File: src/shared/ccp_params.svh
// Constants for the codec control-port front end.
`ifndef CCP_PARAMS_SVH
`define CCP_PARAMS_SVH
`define CCP_ADDR_MSBS      5'h06
`define CCP_BYTE_BITS      4'h8
`define CCP_WORD_BITS      5'h10
`define CCP_SYNC_STAGES    3
`define CCP_RST_MIN_NS     10
`define CCP_CLK_PERIOD_NS  10
`define CCP_I2C_STD_HZ     100000
`define CCP_I2C_FAST_HZ    400000
`define CCP_CMD_LAST       4'h7
`define CCP_DATA_LAST      4'hF
`define CCP_FILL_DONE      2'h3
`define CCP_PIN_COUNT      5
`define CCP_PIN_SEL        0
`define CCP_PIN_SS         1
`define CCP_PIN_CLK        2
`define CCP_PIN_MOSI       3
`define CCP_PIN_AB1        4
`define CCP_PIN_IDLE       5'h02
`define CCP_NS_PER_S       1000000000
`define CCP_MIN_SAMPLES    8
`endif

File: src/shared/ccp_pkg.sv
// Types for the codec control-port front end.
package ccp_pkg;
  typedef enum logic [1:0] {
    CCP_IDLE,
    CCP_CMD,
    CCP_DATA,
    CCP_DONE
  } ccp_spi_state_t;
endpackage

File: src/rtl/ccp_front_end.sv
// Control-port front end: protocol strap, SPI command framing and I2C address.
// Function
// - Accesses valid only after reset pulse.
// - Select high gives SPI, low gives I2C.
// - I2C accepts standard and fast rates.
// - Two address pins pick one of four.
// - I2C address is 00110 then pin1, pin0.
// - Command: address upper seven, bit0 read flag.
// - First byte command, second data on write.
`timescale 1ns/100ps
`default_nettype none
`include "ccp_params.svh"
module ccp_front_end (
  // Clock and reset.
  input  wire logic       clock,
  input  wire logic       rst_n,
  // Straps and multifunction pins.
  input  wire logic       protocol_select,
  input  wire logic       slave_select_or_addr_lsb_pin,
  input  wire logic       addr_bit1_pin,
  // SPI link.
  input  wire logic       spi_sclk,
  input  wire logic       spi_mosi,
  output logic            spi_miso_o,
  output logic            spi_miso_oe,
  // Register access towards the register file.
  input  wire logic [7:0] reg_rdata,
  output logic [6:0]      reg_addr,
  output logic [7:0]      reg_wdata,
  output logic            reg_wr,
  output logic            reg_rd,
  // Mode and address status.
  output logic            spi_mode,
  output logic [6:0]      i2c_slave_addr
);
  // Every pin from outside the clock domain passes three stages. Its filtered
  // level follows only when stages two and three agree, so a single sample
  // caught mid-transition never counts as an edge.
  localparam logic [`CCP_PIN_COUNT-1:0] PIN_IDLE = `CCP_PIN_IDLE;

  wire  [`CCP_PIN_COUNT-1:0]   pin_raw;
  wire  [`CCP_PIN_COUNT-1:0]   agree;
  wire  [`CCP_PIN_COUNT-1:0]   level_next;
  logic [`CCP_SYNC_STAGES-1:0] sync_q [`CCP_PIN_COUNT];
  logic [`CCP_PIN_COUNT-1:0]   level_q;
  logic [1:0]                  fill_q;
  logic                        captured_q;
  logic [3:0]                  bit_cnt_q;
  logic [7:0]                  shift_q;
  logic [7:0]                  tx_q;
  logic                        is_read_q;
  ccp_pkg::ccp_spi_state_t     state_q;

  // True when the two oldest stages of a synchroniser hold the same level.
  function automatic logic stages_agree(input logic [`CCP_SYNC_STAGES-1:0] s);
    stages_agree = s[`CCP_SYNC_STAGES-1] == s[`CCP_SYNC_STAGES-2];
  endfunction

  assign pin_raw[`CCP_PIN_SEL]  = protocol_select;
  assign pin_raw[`CCP_PIN_SS]   = slave_select_or_addr_lsb_pin;
  assign pin_raw[`CCP_PIN_CLK]  = spi_sclk;
  assign pin_raw[`CCP_PIN_MOSI] = spi_mosi;
  assign pin_raw[`CCP_PIN_AB1]  = addr_bit1_pin;

  // Reset fills each chain with the idle level of its pin, so that no false
  // edge appears when the first real samples arrive.
  for (genvar g = 0; g < `CCP_PIN_COUNT; g++) begin : g_pin
    assign agree[g]      = stages_agree(sync_q[g]);
    assign level_next[g] = agree[g] ? sync_q[g][`CCP_SYNC_STAGES-1] : level_q[g];

    always_ff @(posedge clock or negedge rst_n) begin
      if (!rst_n) begin
        sync_q[g]  <= {`CCP_SYNC_STAGES{PIN_IDLE[g]}};
        level_q[g] <= PIN_IDLE[g];
      end else begin
        sync_q[g] <= {sync_q[g][`CCP_SYNC_STAGES-2:0], pin_raw[g]};
        if (agree[g]) begin
          level_q[g] <= sync_q[g][`CCP_SYNC_STAGES-1];
        end
      end
    end
  end

  wire ss_lvl    = level_q[`CCP_PIN_SS];
  wire ss_next   = level_next[`CCP_PIN_SS];
  wire clk_lvl   = level_q[`CCP_PIN_CLK];
  wire clk_next  = level_next[`CCP_PIN_CLK];
  wire mosi_lvl  = level_q[`CCP_PIN_MOSI];
  wire ab1_lvl   = level_q[`CCP_PIN_AB1];
  wire ss_fall   = ss_lvl && !ss_next;
  wire clk_rise  = !clk_lvl && clk_next;
  wire clk_fall  = clk_lvl && !clk_next;
  wire fill_done = fill_q == `CCP_FILL_DONE;
  wire sel_ok    = fill_done && agree[`CCP_PIN_SEL];
  wire sel_pin   = sync_q[`CCP_PIN_SEL][`CCP_SYNC_STAGES-1];

  // The strap is taken once, and only after the chain holds samples taken
  // since reset release; its reset fill alone would always pick I2C.
  always_ff @(posedge clock or negedge rst_n) begin
    if (!rst_n) begin
      fill_q         <= 2'h0;
      captured_q     <= 1'h0;
      spi_mode       <= 1'h0;
      i2c_slave_addr <= 7'h00;
    end else begin
      if (!fill_done) begin
        fill_q <= fill_q + 2'h1;
      end
      if (!captured_q && sel_ok) begin
        captured_q <= 1'h1;
        spi_mode   <= sel_pin;
      end
      // The address LSB pin shares the SPI select pin; meaningful only in I2C mode.
      i2c_slave_addr <= {`CCP_ADDR_MSBS, ab1_lvl, ss_lvl};
    end
  end

  // Nothing is decoded before a strap has been taken after a reset pulse.
  wire       spi_active = captured_q && spi_mode;
  wire       cmd_last   = (state_q == ccp_pkg::CCP_CMD) && (bit_cnt_q == `CCP_CMD_LAST);
  wire       data_last  = (state_q == ccp_pkg::CCP_DATA) && (bit_cnt_q == `CCP_DATA_LAST);
  wire       tx_first   = bit_cnt_q == `CCP_BYTE_BITS;
  wire       tx_shift   = clk_rise && (state_q == ccp_pkg::CCP_DATA) && is_read_q;
  wire [7:0] shift_next = {shift_q[6:0], mosi_lvl};

  // A rising select ends the frame at once, even mid-byte; a host that lifts
  // select in the same sample as its last falling clock, or earlier, loses that bit.

  // SPI framing: CPOL 0, CPHA 1; drive on rising edge, sample on falling edge.
  always_ff @(posedge clock or negedge rst_n) begin
    if (!rst_n) begin
      state_q   <= ccp_pkg::CCP_IDLE;
      bit_cnt_q <= 4'h0;
      shift_q   <= 8'h00;
      tx_q      <= 8'h00;
      is_read_q <= 1'h0;
      reg_addr  <= 7'h00;
      reg_wdata <= 8'h00;
      reg_wr    <= 1'h0;
      reg_rd    <= 1'h0;
      spi_miso_o  <= 1'h0;
      spi_miso_oe <= 1'h0;
    end else begin
      reg_wr <= 1'h0;
      reg_rd <= 1'h0;
      if (!spi_active || ss_next) begin
        state_q     <= ccp_pkg::CCP_IDLE;
        spi_miso_oe <= 1'h0;
      end else begin
        spi_miso_oe <= is_read_q && (state_q == ccp_pkg::CCP_DATA);
        unique case (state_q)
          ccp_pkg::CCP_IDLE: begin
            if (ss_fall) begin
              state_q   <= ccp_pkg::CCP_CMD;
              bit_cnt_q <= 4'h0;
              is_read_q <= 1'h0;
            end
          end
          ccp_pkg::CCP_CMD, ccp_pkg::CCP_DATA: begin
            if (clk_fall) begin
              shift_q <= shift_next;
              if (cmd_last) begin
                reg_addr  <= shift_next[7:1];
                is_read_q <= shift_next[0];
                reg_rd    <= shift_next[0];
                state_q   <= ccp_pkg::CCP_DATA;
              end else if (data_last) begin
                reg_wdata <= shift_next;
                reg_wr    <= !is_read_q;
                state_q   <= ccp_pkg::CCP_DONE;
              end
              bit_cnt_q <= bit_cnt_q + 4'h1;
            end
            // Read data leaves on rising edges so the host samples it on falling ones.
            if (tx_shift) begin
              if (tx_first) begin
                spi_miso_o <= reg_rdata[7];
                tx_q       <= {reg_rdata[6:0], 1'h0};
              end else begin
                spi_miso_o <= tx_q[7];
                tx_q       <= {tx_q[6:0], 1'h0};
              end
            end
          end
          ccp_pkg::CCP_DONE: begin
            spi_miso_oe <= 1'h0;
          end
        endcase
      end
    end
  end

  // The fill counter must cover exactly the synchroniser depth.
  if (int'(`CCP_FILL_DONE) != `CCP_SYNC_STAGES) begin : g_bad_sync
    $error("Synchroniser depth does not match the fill count.");
  end

  // The pin filter needs several samples per bus clock period at either rate.
  if ((`CCP_NS_PER_S / `CCP_I2C_FAST_HZ < `CCP_MIN_SAMPLES * `CCP_CLK_PERIOD_NS) ||
      (`CCP_NS_PER_S / `CCP_I2C_STD_HZ < `CCP_MIN_SAMPLES * `CCP_CLK_PERIOD_NS))
  begin : g_bad_rate
    $error("Clock too slow to sample the address pins at bus rate.");
  end
endmodule // ccp_front_end
`default_nettype wire

File: config.mk
export PLATFORM = sky130hd
export DESIGN_NAME = ccp_front_end
export DESIGN_NICKNAME = d
export VERILOG_FILES = /design/src/shared/ccp_pkg.sv /design/src/rtl/ccp_front_end.sv
export VERILOG_INCLUDE_DIRS = /design/src /design/src/shared
export SDC_FILE = /design/constraint.sdc
export NUM_CORES = 1
export LEC_CHECK = 0
export BUFFER_PORTS_ARGS = -buffer_cell sky130_fd_sc_hd__buf_2
export CAP_MARGIN = 5
export CORE_MARGIN = 2
export CORE_UTILIZATION = 60
export DETAILED_ROUTE_END_ITERATION = 8
export PLACE_DENSITY = 0.89
export SYNTH_ARGS = -nofsm -noshare
export SYNTH_HDL_FRONTEND = slang
export SYNTH_SLANG_ARGS = --single-unit
File: constraint.sdc
create_clock -name clock -period 4.7 [get_ports clock]
set_clock_uncertainty 0.05 [all_clocks]
set_input_delay 1.41 -clock clock [delete_from_list [all_inputs] [get_ports clock]]
set_output_delay 1.41 -clock clock [all_outputs]
set_load 0.01 [all_outputs]
* Word level (Yosys, flattened, before mapping) *
Index checks and enable logic that the tools add are counted.

word-level totals
  bits in registers = 67
  logic and storage cells = 103

operators by class
  $add $sub $neg = 2
  equal/unequal tests = 18
  multiplexer cells = 28
  bitwise operators = 2
  reductions and logical operators = 29

operators by type and width
  cell                                                 number
  two-way mux 1 bit                                    17
  AND reduction 4 bit                                  3
  logical AND 1 bit                                    11
  two-way mux 2 bit                                    5
  AND reduction 5 bit                                  2
  equality test 4 bit, second input constant           2
  two-way mux 4 bit                                    2
  two-way mux 8 bit                                    1
  case mux 4 bit (2 select lines)                      1
  equality test 2 bit, second input constant           3
  zero test 1 bit                                      6
  != test 2 bit, second input constant                 3
  != test 3 bit, second input constant                 2
  AND reduction 3 bit                                  2
  equality test 1 bit                                  5
  adder 4 x 1 -> 4 bit, second input constant          1
  equality test 4 x 3 -> 1 bit, second input constant  1
  != test 4 bit, second input constant                 1
  case mux 2 bit (2 select lines)                      1
  nonzero test 3 bit                                   1
  adder 2 x 1 -> 2 bit, second input constant          1
  equality test 2 x 1 -> 1 bit, second input constant  1
  zero test 2 bit                                      1
  inverter 1 bit                                       2
  other kinds (4)                                      4

* Logic depth before layout (Yosys ltp) *
  depth in word-level cells = 7
  mapped depth = 6
  gate-level depth less buffers = 6

* Least setup slack after synthesis *
OpenSTA, ideal clock, no wires.

  path kind = in2reg
  start point = input reg_rdata[7]
  end point = register spi_miso_o
  library setup time = 0.125 ns
  arrival time = 1.892 ns
  slack = 2.633 ns
  stages = 2
  buffers on the path = 0
  cells stage by stage = mux2_2 mux2_2

on the way
  longest elaborated chain between the ends = 1

ends and longest elaborated chain
  element               RTL line              text
  start, declared       ccp_front_end.sv:27   input wire logic [7:0] reg_rdata,
  two-way mux 1 bit     ccp_front_end.sv:176  if (tx_first) begin
  end signal, assigned  ccp_front_end.sv:177  spi_miso_o <= reg_rdata[7];
  end signal, assigned  ccp_front_end.sv:180  spi_miso_o <= tx_q[7];
  end, declared         ccp_front_end.sv:24   output logic spi_miso_o,

No other way between the ends.
A chain may end at the register's enable or synchronous reset.

* Worst setup path in the final report *
  start point = register state_q[0]
  end point = register reg_wdata[6]

on the way
  longest elaborated chain between the ends = 4
  elaborated cells on any way between the ends = 7
  classes of those cells = 2 x eq/ne; 1 x bitwise; 4 x reduce/logical

ends and longest elaborated chain
  element                                   RTL line                                    text
  start, declared                           ccp_front_end.sv:52                         ccp_pkg::ccp_spi_state_t state_q;
  start signal, assigned                    ccp_front_end.sv:132                        state_q <= ccp_pkg::CCP_IDLE;
  start signal, assigned                    ccp_front_end.sv:147                        state_q <= ccp_pkg::CCP_IDLE;
  start signal, assigned                    ccp_front_end.sv:154                        state_q <= ccp_pkg::CCP_CMD;
  equality test 2 x 1 -> 1 bit              ccp_front_end.sv:120, ccp_front_end.sv:151
  logical AND 1 bit                         ccp_front_end.sv:120                        wire cmd_last = (state_q == ccp_pkg::CCP_CMD) && (bit_cnt_q == `CCP_CMD_LAST);
  inverter 1 bit (no source line)           --
  AND reduction 5 bit (no source line) (*)  --
  end signal, assigned                      ccp_front_end.sv:168                        reg_wdata <= shift_next;
  end, declared                             ccp_front_end.sv:29                         output logic [7:0] reg_wdata,

Mark *: on every way between the ends. The rest lies on a longest branch, timed or not.

==> flow_summary.ini <==
[yosys]
ys_top_cells_by_area = dfrtp_1, mux2_2, dfstp_2
synth_area_per_cell_um2 = 13.9
synth_cell_types = 38
ys_ff_latch = 66
syn_inst = 194
syn_area_um2 = 2700
synth_seq_area_share = 0.614
ys_warn_count = 0
synthFlopType = dfrtp_1
async_flop_share = 1.00
yosysTopAreaCell = dfrtp_1
synth_edf_count = 0
synth_top_area_frac = 0.575
netlist_top_cells_count = dfrtp_1, mux2_2, nand2_1
synth_most_common_cell = dfrtp_1

[drt]
firstDrtPassIters = 4
wire_per_inst_um = 15.7
num_vias = 1657
vias_per_cell = 5.60
drt-initial-drc-count = 114
drtAntennaViolNets = 0
wl_um = 4650
drc_errors = 0

[clocking]
clk_path_buf_depth = 2
cts_tree = done
clkTransAtPathRegs_ps = 70
numCtsBuffers = 9
hold_buffers = 0
cts_max_level = 3
cts_root_buf = clkbuf_8
cts_setup_buffers = 0
post_cts_resized = 0
clk_latency_ps = 340
clock_sinks = 66

[critical_path]
required_ps = 4870
crit_buf_inv = 1
r2r-end = reg_wdata[6]
rr_worst_depth = 5
max_stage_delay_ps = 630
cpMaxStageDelayCell = nor4_4
crit_fanout = 15
crit_type = register to register
worst_setup_path_start_kind = register
reg2reg_slack_ps = 2150
path_cells = inv_1, ha_1, nand3_1, nor4_4, mux2_2
arrival_ps = 2720
crit_family = simple AND/OR/NAND/NOR gates
crit_path_end_kind = register
r2r_start = state_q[0]

[timing]
finalSetupViolCount = 0
relSlewSlack = 0.345
rsz0062_at_grt = no
setup_tns_ps = 0
slew_viol_final = 0
finalCritPeriodShare = 0.543
finalHoldViolCount = 0
worstMarginPinSlew_ps = 983
layout_setup_ws_ps = 2150
fmax_mhz = 392
min_period_ps = 2550

[die]
chipHeight_um = 71.0
rows = 24
die_width_um = 71.0
fp.dieArea_um2 = 5050
core_um2 = 4350
pin_count = 42
start_util = 0.619

[flow_run]
maxCapViolations = 0

[power]
p_total_uw = 1140
power_leakage_uw = 0.00152
power.density_nw_per_um2 = 365
max-vdd-ir-drop_mv = 0.254

[finish]
drive_above_1_share = 0.414
fin_util = 0.718
diodes = 0
instances_no_fill = 296
areaGrowthSynthToFinish_pct = 16.0
nets = 261

[hold_path]
holdPathEnd = sync_q[1]
whs_path_depth = 0
hp-start = sync_q[0]
hold_path_class = register to register

[placement]
dp_hpwl_um = 3050
dp.cells = 280
place_ws_ps = 2150
place.gp.congestion = 0.942
io_buffers = 38

[global_route]
grt_pass1_wl_um = 7540
grt_pass1_vias = 1625
antenna_found_initial = 0
overflow = 0
grt_max_degree = 47
track_usage = 0.200

[status]
status = completed
cell usage in the layout, fill, tap and decap left out, types with 2 or more instances in the layout:
| cell | count |
|---|---|
| nand4_1 | 2 |
| bufinv_16 | 2 |
| or4b_1 | 2 |
| a31oi_1 | 2 |
| clkbuf_1 | 2 |
| inv_1 | 6 |
| ha_1 | 7 |
| nand3b_1 | 2 |
| dfstp_2 | 4 |
| nor2_1 | 5 |
| dfrtp_1 | 62 |
| nand2_1 | 17 |
| conb_1 | 4 |
| xnor2_1 | 2 |
| nor4_4 | 2 |
| nand3_1 | 9 |
| mux2i_1 | 2 |
| clkbuf_8 | 9 |
| clkinv_2 | 2 |
| maj3_1 | 2 |
| buf_2 | 38 |
| mux2_2 | 39 |
| o21ai_0 | 3 |
metal layers:
layer / track usage / part of all wire / vias up
li1: - / - / 764
met1: 0.255 / 0.42 / 829
met2: 0.315 / 0.51 / 49
met3: 0.0442 / 0.044 / 15
met4: 0.117 / 0.027 / 0
met5: 0 / 0 / -
worst reg2reg max path, delay by kind of cell, from the launching register on:
kind | cells | cell delay (ps)
AND/OR/NAND/NOR | 2 | 930
buffers and inverters | 1 | 80
adder cells (fa/ha/maj) | 1 | 550
multiplexers | 1 | 420
flip-flops | 1 | 410
worst max path at each step:
stage,depth (start not counted),to,start
4_1_cts,5,reg_wdata[6],state_q[0]
5_1_grt,5,reg_wdata[6],state_q[0]
6_report,5,reg_wdata[6],state_q[0]
2_1_floorplan,2,spi_miso_o,reg_rdata[7]
3_3_place_gp,2,state_q[0],rst_n
3_5_place_dp,2,state_q[1],rst_n
cells by family (layout without fill, tap and decap cells):
| family | Yosys count | after routing | synth area share |
|---|---|---|---|
| buf+inv | 13 | 61 | 0.0265 |
| xor+xnor | 2 | 2 | 0.00650 |
| mux | 41 | 41 | 0.170 |
| other cells | 2 | 4 | 0.00279 |
| fa+ha+maj | 10 | 10 | 0.0441 |
| compound gates | 10 | 10 | 0.0241 |
| flops | 66 | 66 | 0.614 |
| simple gates | 50 | 50 | 0.111 |
stage by stage:
stage	instance area, um2	hold slack, ps
2_1_floorplan	2700	281
3_3_place_gp	2920	281
3_5_place_dp	2920	287
4_1_cts	3130	308
5_1_grt	3130	309
6_report	3130	306
cell type report:
class                   count  area, um2
clock buffers              11        131
clock inverters             5       78.8
fillers                   293       1230
inverters                   6       22.5
multi-input cells         117        976
flip-flops and latches     66       1660
well taps                  52       65.1
repair buffers             39        198
where the power goes:
part	internal (uW)	leakage, uW	switching, uW
clock network	298	0.000107	209
registers	585	0.000832	8.81
logic	16.5	0.000580	24.8
total	900	0.00152	242
flip-flops by register name, indices dropped and copies added, names as in the netlist, 2 cells and up:
name,flops
shift_q,7
fill_q,2
reg_addr,7
reg_wdata,8
i2c_slave_addr,3
tx_q,7
state_q,2
sync_q,14
bit_cnt_q,4
No activity file was read; power rests on OpenSTA's default activity.
